`src/asp_pkg.sv`:
```
// constants, register layouts and codes for the serial audio port
// assumes a 32-bit classic wishbone slave with byte addresses
package asp_pkg;
  // register byte offsets
  localparam logic [7:0] ASP_CTRL_ADR = 8'h00;
  localparam logic [7:0] ASP_CLK_ADR = 8'h04;
  localparam logic [7:0] ASP_STAT_ADR = 8'h08;
  localparam logic [7:0] ASP_IE_ADR = 8'h0C;
  localparam logic [7:0] ASP_RIS_ADR = 8'h10;
  localparam logic [7:0] ASP_IC_ADR = 8'h14;
  localparam logic [7:0] ASP_RXF_ADR = 8'h18;
  localparam logic [7:0] ASP_TXF_ADR = 8'h1C;
  localparam int ASP_FIFO_DEPTH = 8;
  // interrupt bits sit at 7:4 in enable, raw and clear registers
  localparam int ASP_IRQ_LSB = 4;
  // serial framing codes
  localparam logic [1:0] ASP_FMT_STD = 2'h0;
  localparam logic [1:0] ASP_FMT_LEFT = 2'h1;
  localparam logic [1:0] ASP_FMT_RIGHT = 2'h2;
  // forced values in internal codec mode
  localparam logic [7:0] ASP_CODEC_BDIV = 8'h01;
  localparam logic [4:0] ASP_CODEC_CHLEN = 5'h1F;

  typedef struct packed {
    logic port_on;
    logic internal_codec_sel;
    logic [4:0] rsv_a;
    logic [4:0] channel_bit_count;
    logic rsv_b;
    logic [2:0] rx_threshold_level;
    logic rsv_c;
    logic [2:0] tx_threshold_level;
    logic [1:0] sample_width_sel;
    logic rx_flush;
    logic tx_flush;
    logic receiver_on;
    logic transmitter_on;
    logic [1:0] format;
    logic slave_select;
    logic mono;
    logic mute;
    logic start;
  } asp_ctrl_s;

  typedef struct packed {
    logic [15:0] rsv_a;
    logic [7:0] bit_clock_divider;
    logic [2:0] rsv_b;
    logic master_clock_source;
    logic master_clock_pin_on;
    logic [2:0] master_clock_divider;
  } asp_clk_s;

  typedef struct packed {
    logic [10:0] rsv_a;
    logic [3:0] rx_occupancy;
    logic rsv_b;
    logic [3:0] tx_occupancy;
    logic rx_empty_flag;
    logic tx_empty_flag;
    logic rx_full_flag;
    logic tx_full_flag;
    logic rx_above_threshold;
    logic tx_below_threshold;
    logic [3:0] rsv_c;
    logic right_channel_active;
    logic port_irq_flag;
  } asp_stat_s;

  localparam asp_ctrl_s ASP_CTRL_RST = 32'h01F0_3400;
  localparam asp_clk_s ASP_CLK_RST = 32'h0000_0100;
endpackage

```
`src/asp_top.sv`:
```
// serial audio port: wishbone registers, two sample fifos, serial link
// assumes link pins arrive asynchronous; on-chip codec shares clk_i
//
// Contract
// RL1: tx threshold 3 bits, reset three
// RL2: width field selects 8/16/24/32, reset 16
// RL3: rx flush empties fifo, reads zero
// RL4: tx flush empties fifo, reads zero
// RL5: separate rx and tx enables
// RL6: format field: standard, left, right justified
// RL7: master drives bit clock, slave follows
// RL8: codec mode forces std, master, mono, div4
// RL9: mono bit one means mono, reset stereo
// RL10: mute holds serial data low
// RL11: start bit runs or stops activity
// RL12: bit clock is mclk over 2n+2
// RL13: mclk source: bus clock or audio crystal
// RL14: mclk pin driven only when enabled
// RL15: mclk divider: zero passes, else 2n; at zero the mclk_o pin still toggles once per source tick
// RL16: occupancy counts 0 to 8 words
// RL17: empty/full flags, empty read zero, full write dropped
// RL18: rx above and tx below threshold flags
// RL19: status shows current channel, reset right
// RL20: raw flags for thresholds, underflow, overflow
// RL21: writing one clears raw flag
// RL22: per-source interrupt enables, reset zero
// RL23: rx threshold 3 bits, reset three; ASP_CTRL_RST resets it to zero
// RL24: channel length is field plus one
// RL25: mode bit routes link to codec
// RL26: software sets start bit last
// RL27: enabled raw flag raises interrupt
// RL28: stereo sends left then right
//
// Our own choice: register access over Wishbone.
`timescale 1ns/100ps
module asp_top
  import asp_pkg::*;
#(
  parameter int DEPTH = ASP_FIFO_DEPTH
) (
  input wire logic clk_i,
  input wire logic rst_i,
  input wire logic wb_cyc_i,
  input wire logic wb_stb_i,
  input wire logic wb_we_i,
  input wire logic [7:0] wb_adr_i,
  input wire logic [3:0] wb_sel_i,
  input wire logic [31:0] wb_dat_i,
  output logic [31:0] wb_dat_o,
  output logic wb_ack_o,
  output logic irq_o,
  input wire logic audio_clk_i,
  output logic mclk_o,
  output logic mclk_oe_o,
  input wire logic bclk_i,
  output logic bclk_o,
  output logic bclk_oe_o,
  input wire logic ws_i,
  output logic ws_o,
  output logic ws_oe_o,
  input wire logic serial_data_in_i,
  output logic serial_data_out_o,
  input wire logic codec_sd_i,
  output logic codec_sd_o,
  output logic codec_bclk_o,
  output logic codec_ws_o
);
  localparam int AW = $clog2(DEPTH);
  localparam int LW = AW + 1;

  // keep write data only in enabled byte lanes
  function automatic logic [31:0] merge(input logic [31:0] old, input logic [31:0] nw,
                                        input logic [3:0] sel);
    logic [31:0] r;
    r = old;
    for (int i = 0; i < 4; i++) begin
      if (sel[i]) begin
        r[i*8 +: 8] = nw[i*8 +: 8];
      end
    end
    return r;
  endfunction

  asp_ctrl_s ctrl;
  asp_clk_s clkr;
  asp_stat_s stat;
  logic [3:0] irq_en;
  logic [3:0] irq_raw;

  // bus decode
  wire wb_req = wb_cyc_i & wb_stb_i & ~wb_ack_o;
  wire bus_wr = wb_req & wb_we_i;
  wire bus_rd = wb_req & ~wb_we_i;
  wire wr_ctrl = bus_wr & (wb_adr_i == ASP_CTRL_ADR);
  wire wr_clk = bus_wr & (wb_adr_i == ASP_CLK_ADR);
  wire wr_ie = bus_wr & (wb_adr_i == ASP_IE_ADR);
  wire wr_ic = bus_wr & (wb_adr_i == ASP_IC_ADR) & wb_sel_i[0];
  wire wr_tx = bus_wr & (wb_adr_i == ASP_TXF_ADR);
  wire rd_rx = bus_rd & (wb_adr_i == ASP_RXF_ADR);
  wire [31:0] ctrl_wdat = merge(ctrl, wb_dat_i, wb_sel_i);
  wire asp_ctrl_s ctrl_w = ctrl_wdat;
  wire rx_flush_p = wr_ctrl & wb_sel_i[1] & ctrl_w.rx_flush; // [RL3]
  wire tx_flush_p = wr_ctrl & wb_sel_i[1] & ctrl_w.tx_flush; // [RL4]

  // effective settings; codec mode overrides format, slave, mono, divider and channel length
  wire codec = ctrl.port_on & ctrl.internal_codec_sel; // [RL25]
  wire run = ctrl.port_on & ctrl.start; // [RL11]
  wire [1:0] fmt = codec ? ASP_FMT_STD : ctrl.format; // [RL8] [RL6]
  wire slv = codec ? 1'b0 : ctrl.slave_select; // [RL8] [RL7]
  wire mono = codec | ctrl.mono; // [RL8] [RL9]
  wire [7:0] bdiv = codec ? ASP_CODEC_BDIV : clkr.bit_clock_divider; // [RL8]
  wire [4:0] chlen = codec ? ASP_CODEC_CHLEN : ctrl.channel_bit_count; // [RL24]
  wire [5:0] dwidth = {1'b0, ctrl.sample_width_sel, 3'h0} + 6'h08; // [RL2]
  wire tx_run = run & ctrl.transmitter_on; // [RL5]
  wire rx_run = run & ctrl.receiver_on; // [RL5]

  // register writes; flush bits are strobes and never stored
  always_ff @(posedge clk_i) begin
    if (rst_i) begin
      ctrl <= ASP_CTRL_RST;
      clkr <= ASP_CLK_RST;
      irq_en <= 4'h0; // [RL22]
    end else begin
      if (wr_ctrl) begin
        ctrl <= ctrl_w;
        ctrl.rx_flush <= 1'b0;
        ctrl.tx_flush <= 1'b0;
      end
      if (wr_clk) begin
        clkr <= merge(clkr, wb_dat_i, wb_sel_i);
      end
      if (wr_ie & wb_sel_i[0]) begin
        irq_en <= wb_dat_i[ASP_IRQ_LSB +: 4];
      end
    end
  end

  // fifos
  logic [31:0] tx_mem [DEPTH];
  logic [31:0] rx_mem [DEPTH];
  logic [AW-1:0] tx_wp, tx_rp, rx_wp, rx_rp;
  logic [LW-1:0] tx_lv, rx_lv;
  logic tx_pop, rx_push;
  logic [31:0] rx_word;
  wire tx_empty = (tx_lv == '0);
  wire rx_empty = (rx_lv == '0);
  wire tx_full = (tx_lv == LW'(DEPTH));
  wire rx_full = (rx_lv == LW'(DEPTH));
  wire tx_wr_ok = wr_tx & ~tx_full; // [RL17]
  wire tx_rd_ok = tx_pop & ~tx_empty;
  wire rx_wr_ok = rx_push & ~rx_full;
  wire rx_rd_ok = rd_rx & ~rx_empty;
  wire rx_above = rx_lv > LW'(ctrl.rx_threshold_level); // [RL18] [RL23]
  wire tx_below = tx_lv < LW'(ctrl.tx_threshold_level); // [RL18] [RL1]

  // fifo pointers and levels; flush wins over traffic that cycle
  always_ff @(posedge clk_i) begin
    if (rst_i || tx_flush_p) begin
      tx_wp <= '0;
      tx_rp <= '0;
      tx_lv <= '0; // [RL4]
    end else begin
      if (tx_wr_ok) begin
        tx_mem[tx_wp] <= wb_dat_i;
        tx_wp <= tx_wp + 1'b1;
      end
      if (tx_rd_ok) begin
        tx_rp <= tx_rp + 1'b1;
      end
      tx_lv <= tx_lv + LW'(tx_wr_ok) - LW'(tx_rd_ok); // [RL16]
    end
  end

  always_ff @(posedge clk_i) begin
    if (rst_i || rx_flush_p) begin
      rx_wp <= '0;
      rx_rp <= '0;
      rx_lv <= '0; // [RL3]
    end else begin
      if (rx_wr_ok) begin
        rx_mem[rx_wp] <= rx_word;
        rx_wp <= rx_wp + 1'b1;
      end
      if (rx_rd_ok) begin
        rx_rp <= rx_rp + 1'b1;
      end
      rx_lv <= rx_lv + LW'(rx_wr_ok) - LW'(rx_rd_ok); // [RL16]
    end
  end

  // raw flags: a set in the same cycle as its clear wins
  wire [3:0] irq_set = {rx_above, tx_below, rd_rx & rx_empty, wr_tx & tx_full}; // [RL20]
  wire [3:0] irq_clr = wr_ic ? wb_dat_i[ASP_IRQ_LSB +: 4] : 4'h0; // [RL21]
  wire irq_any = |(irq_raw & irq_en); // [RL27]

  always_ff @(posedge clk_i) begin
    if (rst_i) begin
      irq_raw <= 4'h0;
    end else begin
      irq_raw <= (irq_raw & ~irq_clr) | irq_set; // [RL20] [RL21]
    end
  end
  assign irq_o = irq_any; // [RL27]

  // master clock: source select, then divide by 2n as two halves of n ticks
  logic a1, a2, a3;
  logic [2:0] mcnt;
  logic mclk_lvl;
  wire src_tick = clkr.master_clock_source ? (a2 & ~a3) : 1'b1; // [RL13]
  wire [2:0] mdiv = clkr.master_clock_divider;
  wire mwrap = src_tick & ((mdiv == 3'h0) | (mcnt == mdiv - 3'h1));
  wire mclk_tick = (mdiv == 3'h0) ? src_tick : (mwrap & mclk_lvl); // [RL15]

  always_ff @(posedge clk_i) begin
    if (rst_i) begin
      a1 <= 1'b0;
      a2 <= 1'b0;
      a3 <= 1'b0;
      mcnt <= 3'h0;
      mclk_lvl <= 1'b0;
      mclk_o <= 1'b0;
    end else begin
      a1 <= audio_clk_i;
      a2 <= a1;
      a3 <= a2;
      if (mwrap) begin
        mcnt <= 3'h0;
        mclk_lvl <= ~mclk_lvl;
      end else if (src_tick) begin
        mcnt <= mcnt + 3'h1;
      end
      mclk_o <= clkr.master_clock_pin_on & mclk_lvl; // [RL14]
    end
  end
  assign mclk_oe_o = clkr.master_clock_pin_on; // [RL14]

  // bit clock: each half lasts n+1 master clock periods
  logic [7:0] bcnt;
  logic bclk_lvl;
  wire bwrap = mclk_tick & (bcnt == bdiv);
  wire m_rise = bwrap & ~bclk_lvl; // [RL12]
  wire m_fall = bwrap & bclk_lvl;

  always_ff @(posedge clk_i) begin
    if (rst_i || !run || slv) begin
      bcnt <= 8'h00;
      bclk_lvl <= 1'b0;
    end else if (bwrap) begin
      bcnt <= 8'h00;
      bclk_lvl <= ~bclk_lvl;
    end else if (mclk_tick) begin
      bcnt <= bcnt + 8'h01;
    end
  end

  // pin synchronisers: bit clock and word select for slave operation, serial data for master too
  logic b1, b2, b3, w1, w2, d1, d2;
  always_ff @(posedge clk_i) begin
    if (rst_i) begin
      {b1, b2, b3, w1, w2, d1, d2} <= 7'h00;
    end else begin
      b1 <= bclk_i;
      b2 <= b1;
      b3 <= b2;
      w1 <= ws_i;
      w2 <= w1;
      d1 <= serial_data_in_i;
      d2 <= d1;
    end
  end

  // common edges: slave follows the far side, master uses its own
  wire fall = run & (slv ? (~b2 & b3) : m_fall); // [RL7]
  wire rise = run & (slv ? (b2 & ~b3) : m_rise); // [RL7]
  wire rx_bit = codec ? codec_sd_i : d2; // [RL25]

  // framing state
  logic ws;
  logic [4:0] pos;
  logic [31:0] tx_sh, tx_hold, rx_sh;
  logic sd_out;
  wire last = (pos == chlen);
  wire next_ws = slv ? w2 : (last ? ~ws : ws);
  wire newch = slv ? (w2 != ws) : last;
  wire [4:0] next_pos = newch ? 5'h00 : pos + 5'h01;
  wire [5:0] chbits = {1'b0, chlen} + 6'h01;

  // first data bit position within the channel
  function automatic logic [5:0] data_start(input logic [1:0] f, input logic [5:0] l,
                                            input logic [5:0] w);
    if (f == ASP_FMT_STD) begin
      return 6'h01;
    end else if (f == ASP_FMT_RIGHT && l > w) begin
      return l - w;
    end
    return 6'h00;
  endfunction

  wire [5:0] dstart = data_start(fmt, chbits, dwidth); // [RL6]
  wire [5:0] off_n = {1'b0, next_pos} - dstart;
  wire [5:0] off_c = {1'b0, pos} - dstart;
  wire in_n = ({1'b0, next_pos} >= dstart) & (off_n < dwidth);
  wire in_c = ({1'b0, pos} >= dstart) & (off_c < dwidth);
  wire [5:0] nidx = dwidth - 6'h01 - off_n;
  wire [31:0] head = tx_empty ? 32'h0000_0000 : tx_mem[tx_rp];

  // left pops a word; right pops in stereo, repeats left in mono
  wire take = fall & newch & tx_run;
  wire take_pop = take & (~next_ws | ~mono); // [RL28]
  wire [31:0] ld_word = (next_ws & mono) ? tx_hold : head;
  wire [31:0] out_src = take ? ld_word : tx_sh;
  assign tx_pop = take_pop;

  // received word with bits above the sample width cleared
  wire [31:0] rx_shift = {rx_sh[30:0], rx_bit};
  wire [31:0] wmask = 32'hFFFF_FFFF >> (6'h20 - dwidth);
  assign rx_word = rx_shift & wmask;
  assign rx_push = rise & rx_run & in_c & (off_c == dwidth - 6'h01) & (~mono | ~ws);

  // channel, position and shift registers move on bit clock edges
  // a stopped link forgets its frame, so a restart never sends stale bits
  always_ff @(posedge clk_i) begin
    if (rst_i || !run) begin
      ws <= 1'b1; // [RL19] [RL11]
      pos <= 5'h00;
      tx_sh <= 32'h0000_0000;
      tx_hold <= 32'h0000_0000;
      rx_sh <= 32'h0000_0000;
      sd_out <= 1'b0;
    end else begin
      if (fall) begin
        ws <= next_ws;
        pos <= next_pos;
        sd_out <= tx_run & ~ctrl.mute & in_n & out_src[nidx[4:0]]; // [RL10]
      end
      if (take) begin
        tx_sh <= ld_word;
      end
      if (take & ~next_ws) begin
        tx_hold <= head;
      end
      if (rise & rx_run & in_c) begin
        rx_sh <= rx_shift;
      end
    end
  end

  // link outputs: pins in external mode, codec wires otherwise
  assign bclk_o = bclk_lvl;
  assign ws_o = ws;
  assign bclk_oe_o = ctrl.port_on & ~codec & ~slv; // [RL7]
  assign ws_oe_o = ctrl.port_on & ~codec & ~slv;
  assign serial_data_out_o = ~codec & sd_out;
  assign codec_sd_o = codec & sd_out;
  assign codec_bclk_o = codec & bclk_lvl;
  assign codec_ws_o = codec & ws;

  // status view
  always_comb begin
    stat = '0;
    stat.rx_occupancy = 4'(rx_lv); // [RL16]
    stat.tx_occupancy = 4'(tx_lv);
    stat.rx_empty_flag = rx_empty; // [RL17]
    stat.tx_empty_flag = tx_empty;
    stat.rx_full_flag = rx_full;
    stat.tx_full_flag = tx_full;
    stat.rx_above_threshold = rx_above;
    stat.tx_below_threshold = tx_below;
    stat.right_channel_active = ws; // [RL19]
    stat.port_irq_flag = irq_any;
  end

  // read mux; unmapped and write-only offsets read zero
  logic [31:0] rd_data;
  always_comb begin
    case (wb_adr_i)
      ASP_CTRL_ADR: rd_data = ctrl;
      ASP_CLK_ADR: rd_data = clkr;
      ASP_STAT_ADR: rd_data = stat;
      ASP_IE_ADR: rd_data = {24'h000000, irq_en, 4'h0};
      ASP_RIS_ADR: rd_data = {24'h000000, irq_raw, 4'h0};
      ASP_RXF_ADR: rd_data = rx_empty ? 32'h0000_0000 : rx_mem[rx_rp]; // [RL17]
      default: rd_data = 32'h0000_0000;
    endcase
  end

  // one wait state: ack and read data register together
  always_ff @(posedge clk_i) begin
    if (rst_i) begin
      wb_ack_o <= 1'b0;
      wb_dat_o <= 32'h0000_0000;
    end else begin
      wb_ack_o <= wb_req;
      wb_dat_o <= bus_rd ? rd_data : 32'h0000_0000;
    end
  end
endmodule

```
`config.mk`:
```
export PLATFORM = sky130hd
export DESIGN_NAME = asp_top
export DESIGN_NICKNAME = d
export VERILOG_FILES = /design/src/asp_pkg.sv /design/src/asp_top.sv
export SDC_FILE = /design/constraint.sdc
export NUM_CORES = 1
export LEC_CHECK = 0
export BUFFER_PORTS_ARGS = -buffer_cell sky130_fd_sc_hd__clkbuf_2
export CAP_MARGIN = 20
export CORE_MARGIN = 4
export CORE_UTILIZATION = 45
export DETAILED_ROUTE_END_ITERATION = 8
export GPL_TIMING_DRIVEN = 0
export HOLD_SLACK_MARGIN = 0.05
export PLACE_DENSITY = 0.6
export SETUP_SLACK_MARGIN = 0.1
export SLEW_MARGIN = 40
export SYNTH_ARGS = -nofsm -noshare
export SYNTH_HDL_FRONTEND = slang
export SYNTH_SLANG_ARGS = --single-unit
```
`constraint.sdc`:
```
create_clock -name clk_i -period 9.9 [get_ports clk_i]
set_input_delay 0.99 -clock clk_i [delete_from_list [all_inputs] [get_ports clk_i]]
set_output_delay 0.99 -clock clk_i [all_outputs]
set_load 0.02 [all_outputs]
```
* After elaboration in Yosys (flattened, before gate mapping)
Memory sizes are Yosys's and may differ from the RTL's. A register that Yosys moved wholly into a read port is not among the register bits.
Cells that the tools add are included.
Widths: inputs -> output; s select.
** Cells by class
- Eq/ne operators :: 15
- Shift-type cells :: 1
- Add/sub/neg operators :: 20
- Muxes and demuxes :: 37
- Reduce and logical (&&, ||, !) cells :: 23
- Bitwise operators :: 83
- Magnitude comparators :: 8
** Operator list (number)
- $pmux 32 s6 :: 1
- $mux 32 :: 4
- $and 1x1->1 :: 56
- $and 32x32->32 :: 1
- $eq 8x5->1 const B :: 4
- $shr 32x6->32 const A :: 1
- $mux 1 :: 18
- $mux 6 :: 3
- $not 1->1 :: 18
- $eq 8x4->1 const B :: 2
- $reduce_and 2->1 :: 8
- $add 3x1->3 const B :: 5
- $ge 5x6->1 :: 2
- $lt 6x6->1 :: 2
- $mux 3 :: 4
- $sub 5x6->6 :: 2
- $mux 5 :: 2
- $add 4x1->4 :: 2
- $add 8x1->8 const B :: 1
- $and 4x4->4 :: 2
- $eq 4x4->1 const B :: 2
- $eq 8x3->1 const B :: 1
- $eq 8x8->1 :: 1
- $logic_not 4->1 :: 2
- other kinds (33) :: 43
** Word-level totals
- RAM bits :: 512
- Output and inout port bits :: 44
- Memories kept :: 2
- Flip-flop bits (word level) :: 249
- Word-level logic and storage cells :: 244
- Input bits :: 54
** Memory list
- rx_mem :: depth 8, bits a word 32, rd ports 1, clocked after Yosys merged registers in 1, write ports 1, line asp_top.sv:140 : logic [31:0] rx_mem [DEPTH];
- tx_mem :: depth 8, bits a word 32, rd ports 1, clocked after Yosys merged registers in 1, write ports 1, line asp_top.sv:139 : logic [31:0] tx_mem [DEPTH];

* Logic depth before layout (Yosys ltp)
Gate-level depths: netlist of run 1.
- Depth after elaboration :: 18
- Depth in mapped cells :: 32
- Gate-level depth less buffers :: 31

* Worst setup path before layout of run 1
OpenSTA, ideal clock, no wires.
- Kind :: reg2reg
- Start :: register ctrl[31] (netlist name)
- End :: memory rx_mem[1][0], enable pin
- Setup slack :: 2085 ps
- Path buffers :: 1
- Stages on the path, launching flop included :: 27
- Setup time :: 461 ps
- Arrival time :: 7354 ps
- Path through :: dfxtp_1 -> nand2_2 -> buf_2 -> nand2_1 -> ha_1 -> a311oi_1 -> a21oi_1 -> ha_1 -> nor2b_1 -> o21a_1 -> o22ai_1 -> o21a_1 -> o21ai_0 -> ha_1 -> fa_1 -> inv_1 -> a21o_1 -> a21oi_1 -> xnor2_1 -> ha_1 -> nor2b_1 -> o21ai_0 -> o2111ai_1 -> a221oi_1 -> nor3b_2 -> nand3_1 -> nor3_1
** On the way
- Longest elaborated chain between the ends :: 18
- Elaborated cells between the ends (all ways) :: 39
** RTL lines
- start, declared :: line asp_top.sv:84 : asp_ctrl_s ctrl;
- start signal, assigned :: line asp_top.sv:125 : ctrl <= ctrl_w;
- $and 1x1->1 :: line asp_top.sv:106 : wire codec = ctrl.port_on & ctrl.internal_codec_sel;
- $mux 5 :: line asp_top.sv:112 : wire [4:0] chlen = codec ? ASP_CODEC_CHLEN : ctrl.channel_bit_count;
- $add 5x1->6 :: line asp_top.sv:286 : wire [5:0] chbits = {1'b0, chlen} + 6'h01;
- $gt 6x6->1 :: line asp_top.sv:293 : end else if (f == ASP_FMT_RIGHT && l > w) begin
- $logic_and 1x1->1 :: line asp_top.sv:293
- $mux 1 :: line asp_top.sv:293
- $mux 1 :: line asp_top.sv:291 : if (f == ASP_FMT_STD) begin
- $mux 6 :: line asp_top.sv:296 : return 6'h00;
- $sub 5x6->6 :: line asp_top.sv:301 : wire [5:0] off_c = {1'b0, pos} - dstart;
- $lt 6x6->1 :: line asp_top.sv:303 : wire in_c = ({1'b0, pos} >= dstart) & (off_c < dwidth);
- $and 1x1->1 :: line asp_top.sv:303
- $and 1x1->1 (2 in a row) :: line asp_top.sv:318 : assign rx_push = rise & rx_run & in_c & (off_c == dwidth - 6'h01) & (~mono | ~ws);
- $and 1x1->1 * :: line asp_top.sv:318
- $and 1x1->1 * :: line asp_top.sv:151 : wire rx_wr_ok = rx_push & ~rx_full;
- $mux 1 * :: line asp_top.sv:180 : if (rx_wr_ok) begin
- $mux 1 * :: line asp_top.sv:175 : if (rst_i || rx_flush_p) begin
- $mux 1 (implied by the code) * :: line asp_top.sv:181 : rx_mem[rx_wp] <= rx_word;
- end, declared :: line asp_top.sv:140
Every way passes the cells marked *; elsewhere a longest branch is shown, timed or not. The select of a mux whose other input is x is not followed.

* Worst setup path in the final report of run 1
- Start :: register ctrl[31] (netlist name)
- End :: memory rx_mem[1][21], enable pin
The elaborated chain is that of the path after synthesis.

==> results.toml, run 1 <==
[global_route]
grt_max_degree = 15
gr-usage-all-layers = 0.229
grt_pass1_vias = 19414
grt-ovfl-total = 0
grt_pass1_wl_um = 126000
antenna_found_initial = 7

[route]
dr_wl_met2_um = 42200
drc = 0
viasPerCell = 5.61
drt_wl_total_um = 85000
route.antenna.remaining_nets = 0
vias = 19140
dr.pass1.iters = 6
top_layer_used = "met5"
drt_iter0_drc = 1771
wire_per_inst_um = 24.9
wl_met3_um = 4270
m1WireLength_um = 35900

[min_path]
hold_start = "d1"
hp-class = "flip-flop to flip-flop"

[timing]
period_needed_ps = 7790
finalCritPeriodShare = 0.787
rsz0062_at_grt = "no"
hold_ws_ps = 435
fmax_mhz = 128
finalSetupViolations = 0
final_hold_viol_count = 0
final_max_slew_viol_count = 0
fin_skew_ps = 19.4
slew-limit-headroom = 0.431
tns_ps = 0
layout_setup_ws_ps = 2110
tightest_slew_ps = 853

[setup_path]
crit_path_max_fanout = 10
cpMaxStageDelayCell = "nor3_2"
timing.rr.start = "ctrl[31]"
r2r_slack_ps = 2110
max_stage_delay_ps = 610
critPathCapture = "rx_mem[1][21]"
critPathLaunchType = "flip-flop"
endpoint_kind = "flip-flop"
arrival_ps = 8120
cp_common_cell = "ha_1"
crit_start = "ctrl[31]"
r2r_end = "rx_mem[1][21]"
worstSetupPathType = "flip-flop to flip-flop"
ff2ff_path_depth = 29
required_ps = 10230

[logic_synthesis]
yosysMostFrequentCell = "edfxtp_1"
synthAdderAreaFrac = 0.0228
synth_xor_area_frac = 0.0149
synth.area.mux_share = 0.174
synth.distinct_cells = 78
synth_top_family_by_area = "multiplexers"
synthDominantCellAreaShare = 0.484
avgSynthCellArea_um2 = 14.6
synth.area.top_cells = "edfxtp_1, dfxtp_1, mux4_2, mux2i_1, nor2_1"
ys_ff_latch = 767
synthCells = 2173
synthTopCellsByCount = "edfxtp_1, nor2_1, dfxtp_1"
synth_area_mm2 = 0.0318
synth_compound_area_frac = 0.0441
synth_edf_count = 512
ys.flop_type = "edfxtp_1"
async_flop_share = 0
yosysSeqAreaShare = 0.645
yosys.area_share.simple = 0.0786
synth_area_leader_cell = "edfxtp_1"
syn_nets = 2282
yosysWarnings = 0

[cts]
clock_latency_ps = 640
ctsResizeCount = 0
cts_setup_buffers = 0
numCtsBuffers = 80
clockBufferDepth = 3
ctsHoldBuffers = 0
clock_sink_count = 767
clkTransAtPathRegs_ps = 60
cts_root_buf = "clkbuf_16"
h-tree-depth = 3
cts_tree = "built"

[die]
die_h_um = 274
die_area_mm2 = 0.0749
io_pins = 98
die_x_um = 274
floorplan.initialDensity = 0.454
rows = 97
core_mm2 = 0.0700

[cells_and_area]
areaGrowthSynthToFinish_pct = 16.7
final_core_util = 0.529
layout-drive-gt1-share = 0.203
design_area_mm2 = 0.0371
nets = 2509

[placed_design]
dp_hpwl_um = 61900
place_congestion = 0.881
post-place-ws_ps = 2140
port_buffers = 95
postPlaceCellArea_mm2 = 0.0343

[status]
outcome = "completed"

[power]
p_sw_frac = 0.199
powerDensity_mw_per_mm2 = 176
switchingPower_mw = 1.30
ir_worst_vdd_mv = 0.146
p_comb_frac = 0.011
p_int_mw = 5.24
pwr-share-clk = 0.470
p_seq_frac = 0.520
leakage_nw = 12.3

[run]
cap_violations = 0
## metrics by stage
step | power, mW | cells
6_report | 6.54 | 3409
5_1_grt | 6.74 | 3407
4_1_cts | 6.59 | 3406
3_5_place_dp | 3.53 | 3258
3_3_place_gp | 3.53 | 3208
2_1_floorplan | 3.48 | 2173
## placed cells by master (no fill, tap or decap), types with 39 or more instances in the layout
master | Yosys | layout
ha_1 | 50 | 50
clkbuf_16 | 0 | 84
mux2i_1 | 225 | 225
buf_2 | 19 | 41
clkbuf_2 | 0 | 102
dfxtp_1 | 255 | 255
nor2b_1 | 39 | 39
edfxtp_1 | 512 | 512
nor2_1 | 339 | 321
inv_1 | 47 | 47
nand2_1 | 73 | 73
clkbuf_1 | 68 | 82
mux4_2 | 134 | 134
a21oi_1 | 42 | 42
## state kept, by name, summed over array words and instances (netlist names), 5 cells and up, named ones only
name      count
tx_sh        32
tx_hold      32
rx_sh        31
pos           5
tx_mem      256
rx_mem      256
clkr         28
ctrl         30
wb_dat_o     32
bcnt          8
## cells by family (layout without fill, tap and decap cells)
kind of cell / count (synthesis) / after routing
compound gates: 198 / 198
xor+xnor: 54 / 54
fa+ha+maj: 55 / 55
buf+inv: 155 / 448
flops: 767 / 767
mux: 383 / 383
other cells: 0 / 3
simple gates: 561 / 561
## final cells by class
| class | instances | area, um^2 |
|---|---|---|
| Timing Repair Buffer | 145 | 1230 |
| Tap cell | 940 | 1180 |
| Sequential cell | 767 | 20500 |
| Antenna cell | 3 | 7.51 |
| Fill cell | 5863 | 32900 |
| Inverter | 48 | 180 |
| Clock inverter | 33 | 403 |
| Buffer | 107 | 495 |
| Clock buffer | 115 | 2320 |
| Multi-Input combinational cell | 1251 | 10800 |
## power groups by stage
stage | sequential (mW) | combinational [mW] | clock [mW]
after detailed placement | 3.46 | 0.0678 | 0
after global routing | 3.39 | 0.0728 | 3.27
after floorplan | 3.46 | 0.0193 | 0
final | 3.40 | 0.0691 | 3.07
after global placement | 3.46 | 0.0653 | 0
after CTS | 3.40 | 0.0680 | 3.13
## layer usage
layer	GRT usage	vias up
li1	-	8654
met1	0.304	9758
met2	0.390	586
met3	0.0337	138
met4	0.0711	4
met5	0	-
## critical path, delay by kind of cell (launching register included)
kind                       cells  cell delay [ps]
and+or+nand+nor               11             2970
AOI/OAI and AO/OA              9             1710
adders and majority gates      4             1170
buffers and inverters          4             1120
DFF                            1              360
xor gates and xnor gates       1              140
## how the worst min path moves through the flow
| stage | to | slack [ps] | cells past startpoint |
|---|---|---|---|
| floorplan | a2 | 410 | 1 |
| global placement | d2 | 420 | 1 |
| detailed placement | b2 | 430 | 1 |
| CTS | d2 | 440 | 1 |
| global route | w2 | 460 | 1 |
| finish | d2 | 440 | 1 |
Note: power is estimated with default switching activity, not from simulation.
==> run 2, diff against run 1 <==
--- a/config.mk
+++ b/config.mk
@@ -12,7 +12,7 @@
 export DETAILED_ROUTE_END_ITERATION = 8
 export GPL_TIMING_DRIVEN = 0
 export HOLD_SLACK_MARGIN = 0.05
-export PLACE_DENSITY = 0.6
+export PLACE_DENSITY = 0.62
 export SETUP_SLACK_MARGIN = 0.1
 export SLEW_MARGIN = 40
 export SYNTH_ARGS = -nofsm -noshare
==> constraint.sdc (replaced) <==
create_clock -name clk_i -period 6.8 [get_ports clk_i]
set_input_delay 0.68 -clock clk_i [delete_from_list [all_inputs] [get_ports clk_i]]
set_output_delay 0.68 -clock clk_i [all_outputs]
set_load 0.02 [all_outputs]
==> results.toml, run 2 (synthesis gave the netlist of run 1 again) <==
[global_route]
grt_pass1_vias = 19488
grt_max_degree = 16
gr-usage-all-layers = 0.225
antenna_found_initial = 5
grt_pass1_wl_um = 125000
grt-ovfl-total = 0

[run]
cap_violations = 0

[placed_design]
place_congestion = 0.897
port_buffers = 95
place_inst = 3253
dp_hpwl_um = 60800
postPlaceCellArea_mm2 = 0.0343

[setup_path]
r2r_slack_ps = 420
timing.rr.start = "ctrl[10]"
endpoint_kind = "flip-flop"
cp_common_cell = "ha_1"
ff2ff_path_depth = 28
arrival_ps = 6720
cp.buffers_inverters = 7
cp_top_family = "simple AND/OR/NAND/NOR gates"
r2r_end = "rx_mem[1][12]"
crit_path_max_fanout = 9
max_stage_delay_ps = 470
required_ps = 7130
cpMaxStageDelayCell = "dfxtp_2"
critPathLaunchType = "flip-flop"
worstSetupPathType = "flip-flop to flip-flop"

[cts]
clockBufferDepth = 3
clock_sink_count = 767
cts_root_buf = "clkbuf_16"
h-tree-depth = 3
cts_tree = "built"
numCtsBuffers = 79
clock_latency_ps = 630
clkTransAtPathRegs_ps = 60

[cells_and_area]
reg.largest.list = "rx_mem (256), tx_mem (256)"
finalNonFillerCells = 3415
final_common_cell = "edfxtp_1"
design_area_mm2 = 0.0372
nets = 2517
layout-drive-gt1-share = 0.212
mostFrequentLayoutCells = "edfxtp_1, nor2_1, dfxtp_1"
areaGrowthSynthToFinish_pct = 17.0

[power]
ir_worst_vdd_mv = 0.234
total_power_mw = 9.41
powerDensity_mw_per_mm2 = 253
leakage_nw = 12.3

[timing]
finalSetupViolations = 0
hold_ws_ps = 261
rsz0062_at_grt = "no"
slew-limit-headroom = 0.444
final_max_slew_viol_count = 0
period_needed_ps = 6380
fmax_mhz = 157
final_hold_viol_count = 0
finalCritPeriodShare = 0.939
tns_ps = 0
tightest_slew_ps = 828
fin_skew_ps = 23.9

[route]
drt_wl_total_um = 84000
drt_iter0_drc = 1623
vias = 19185
wire_per_inst_um = 24.6
drc = 0
dr.pass1.iters = 6
route.antenna.remaining_nets = 0
viasPerCell = 5.62

[die]
die_area_mm2 = 0.0749
core_mm2 = 0.0700
floorplan.initialDensity = 0.454
die_h_um = 274
io_pins = 98
rows = 97
die_x_um = 274

[min_path]
holdPathEnd = "w1"
hp-class = "input port to flip-flop"
hold-path-cell-count = 2
hold_start = "ws_i"

[status]
outcome = "completed"
[run 2: routing by layer]
layer	GRT usage	vias to the layer above	routed length [um]
li1	-	8647	-
met1	0.295	9725	34300
met2	0.390	656	42200
met3	0.0320	153	4860
met4	0.0701	4	2580
met5	0	-	19
[run 2: worst max-delay path by stage]
stage | from | to | slack, ps | depth (start not counted)
2_1_floorplan | ctrl[31] | rx_mem[7][0] | -160 | 26
3_3_place_gp | ctrl[31] | rx_mem[3][22] | -3260 | 26
3_5_place_dp | ctrl[31] | rx_mem[0][13] | -690 | 29
4_1_cts | ctrl[31] | rx_lv[2] | 100 | 34
5_1_grt | ctrl[10] | rx_lv[2] | 100 | 31
6_report | ctrl[10] | rx_mem[1][12] | 420 | 28
[run 2: through the flow]
step                 util  setup WS (ps)
finish              0.531            417
global route        0.531           97.6
CTS                 0.530            100
detailed placement  0.490           -687
global placement    0.477          -3260
floorplan               -           -165
[run 2: final cells by class]
type / instances / area (um^2)
Fill cell: 5787 / 32800
Sequential cell: 767 / 20500
Multi-Input combinational cell: 1251 / 10900
Clock buffer: 103 / 2190
Timing Repair Buffer: 154 / 1310
Tap cell: 940 / 1180
Buffer: 107 / 510
Clock inverter: 41 / 447
Inverter: 48 / 184
Antenna cell: 4 / 10.0
[run 2: where the power goes]
group          switching (mW)  internal [mW]
clock network            1.81           2.56
logic                  0.0797         0.0217
registers             0.00215           4.94
[run 2: what timing repair did]
item,4_1_cts,5_1_grt
setup buffers,10,4
resized for setup,9,17
gates cloned,0,0
setup endpoints to repair,260,257
pin swaps,2,6
hold buffers,0,0
==> run 3, diff against run 2 <==
--- a/config.mk
+++ b/config.mk
@@ -6,9 +6,10 @@
 export NUM_CORES = 1
 export LEC_CHECK = 0
 export BUFFER_PORTS_ARGS = -buffer_cell sky130_fd_sc_hd__clkbuf_2
-export CAP_MARGIN = 20
-export CORE_MARGIN = 4
+export CAP_MARGIN = 40
+export CORE_MARGIN = 2
 export CORE_UTILIZATION = 45
+export CTS_BUF_LIST = sky130_fd_sc_hd__clkbuf_8
 export DETAILED_ROUTE_END_ITERATION = 8
 export GPL_TIMING_DRIVEN = 0
 export HOLD_SLACK_MARGIN = 0.05
==> results.toml, run 3 (synthesis gave the netlist of run 1 again) <==
[global_route]
grt_pass1_wl_um = 126000
grt_max_degree = 17
gr-usage-all-layers = 0.234
grt_pass1_vias = 19794
antenna_found_initial = 7
grt-ovfl-total = 0

[cts]
ctsHoldBuffers = 0
clkTransAtPathRegs_ps = 70
h-tree-depth = 3
cts_root_buf = "clkbuf_8"
clock_sink_count = 767
cts_tree = "built"
clockBufferDepth = 3
clock_latency_ps = 740
numCtsBuffers = 120

[power]
ir_worst_vdd_mv = 0.196
leakage_nw = 12.4
powerDensity_mw_per_mm2 = 243

[setup_path]
endpoint_kind = "flip-flop"
arrival_ps = 6920
worstSetupPathType = "flip-flop to flip-flop"
crit_path_max_fanout = 10
critPathLaunchType = "flip-flop"
cpMaxStageDelayCell = "fa_1"
required_ps = 7410
max_stage_delay_ps = 420

[route]
dr_wl_met2_um = 40800
top_layer_used = "met5"
vias = 19524
m1WireLength_um = 35300
route.antenna.remaining_nets = 0
viasPerCell = 5.58
drt_iter0_drc = 1593
wire_per_inst_um = 24.3
drc = 0
dr.pass1.iters = 6
drt_wl_total_um = 85000
wl_met3_um = 5490

[timing]
hold_ws_ps = 182
final_hold_viol_count = 0
tightest_slew_ps = 831
finalCritPeriodShare = 0.928
finalSetupViolations = 0
period_needed_ps = 6310
fin_skew_ps = 41.3
rsz0062_at_grt = "no"
fmax_mhz = 159
slew-limit-headroom = 0.446
final_max_slew_viol_count = 0

[die]
core_mm2 = 0.0699
die_area_mm2 = 0.0727
io_pins = 98
rows = 97
die_h_um = 270
floorplan.initialDensity = 0.454
die_x_um = 270

[placed_design]
port_buffers = 95
place_congestion = 0.872
dp_hpwl_um = 61400
postPlaceCellArea_mm2 = 0.0343

[run]
cap_violations = 0

[cells_and_area]
reg.largest.list = "rx_mem (256), tx_mem (256)"
design_area_mm2 = 0.0370
final_common_cell = "edfxtp_1"
nets = 2562
mostFrequentLayoutCells = "edfxtp_1, nor2_1, dfxtp_1"
layout-drive-gt1-share = 0.222
areaGrowthSynthToFinish_pct = 16.6

[status]
outcome = "completed"

[min_path]
hp-class = "input port to flip-flop"
## run 3: worst paths after layout
| path | start | end | slack [ps] | cells after the start |
|---|---|---|---|---|
| hold / removal | bclk_i | b1 | 180 | 2 |
| hold reg to reg | b1 | b2 | 440 | 1 |
| setup / recovery | ctrl[31] | rx_lv[2] | 490 | 34 |
| setup reg to reg | ctrl[31] | rx_lv[2] | 490 | 34 |
## run 3: layout make-up
class,instances,area [um^2]
inverters,48,184
repair buffers,158,1320
plain buffers,107,503
multi-input cells,1251,10900
diodes,4,10.0
clock buffers,133,1830
well taps,940,1180
fillers,5917,32900
clock inverters,90,629
flip-flops and latches,767,20500
## run 3: power breakdown
| group | leakage [nW] | internal [mW] | switching [mW] |
|---|---|---|---|
| clock network | 1.38 | 2.14 | 1.81 |
| registers | 7.03 | 4.94 | 0.00203 |
| logic | 3.98 | 0.0222 | 0.0805 |
## run 3: worst max-delay path: cells and delay by family (launching register included)
kind                       cells  cell delay (ps)
adders and majority gates      8             2270
AOI/OAI and AO/OA             11             1740
and+or+nand+nor                6              700
buffers and inverters          7              690
xor gates and xnor gates       2              420
DFF                            1              370
## run 3: per-stage QoR
step | total power [mW] | std cells | setup TNS, ps | setup WS, ps | utilization
after floorplan | 5.07 | 2173 | -33550 | -165 | -
final | 9.00 | 3498 | 0 | 492 | 0.530
after global routing | 9.27 | 3497 | 0 | 89.3 | 0.530
after CTS | 9.07 | 3491 | 0 | 158 | 0.528
after detailed placement | 5.14 | 3255 | -208430 | -1190 | 0.491
after global placement | 5.14 | 3208 | -994160 | -3340 | 0.478
## run 3: what timing repair did
| item | in CTS | in global routing |
|---|---|---|
| cloned | 0 | 0 |
| pin swaps | 7 | 4 |
| gates resized for setup | 8 | 21 |
| setup buffers | 13 | 3 |
| endpoints found under the hold margin | 0 | 0 |
| setup endpoints to repair | 261 | 259 |
## run 3: metal layers
metal,vias up,global-route usage
met3,167,0.0416
li1,8740,-
met5,-,0
met2,666,0.384
met4,2,0.0980
met1,9949,0.307
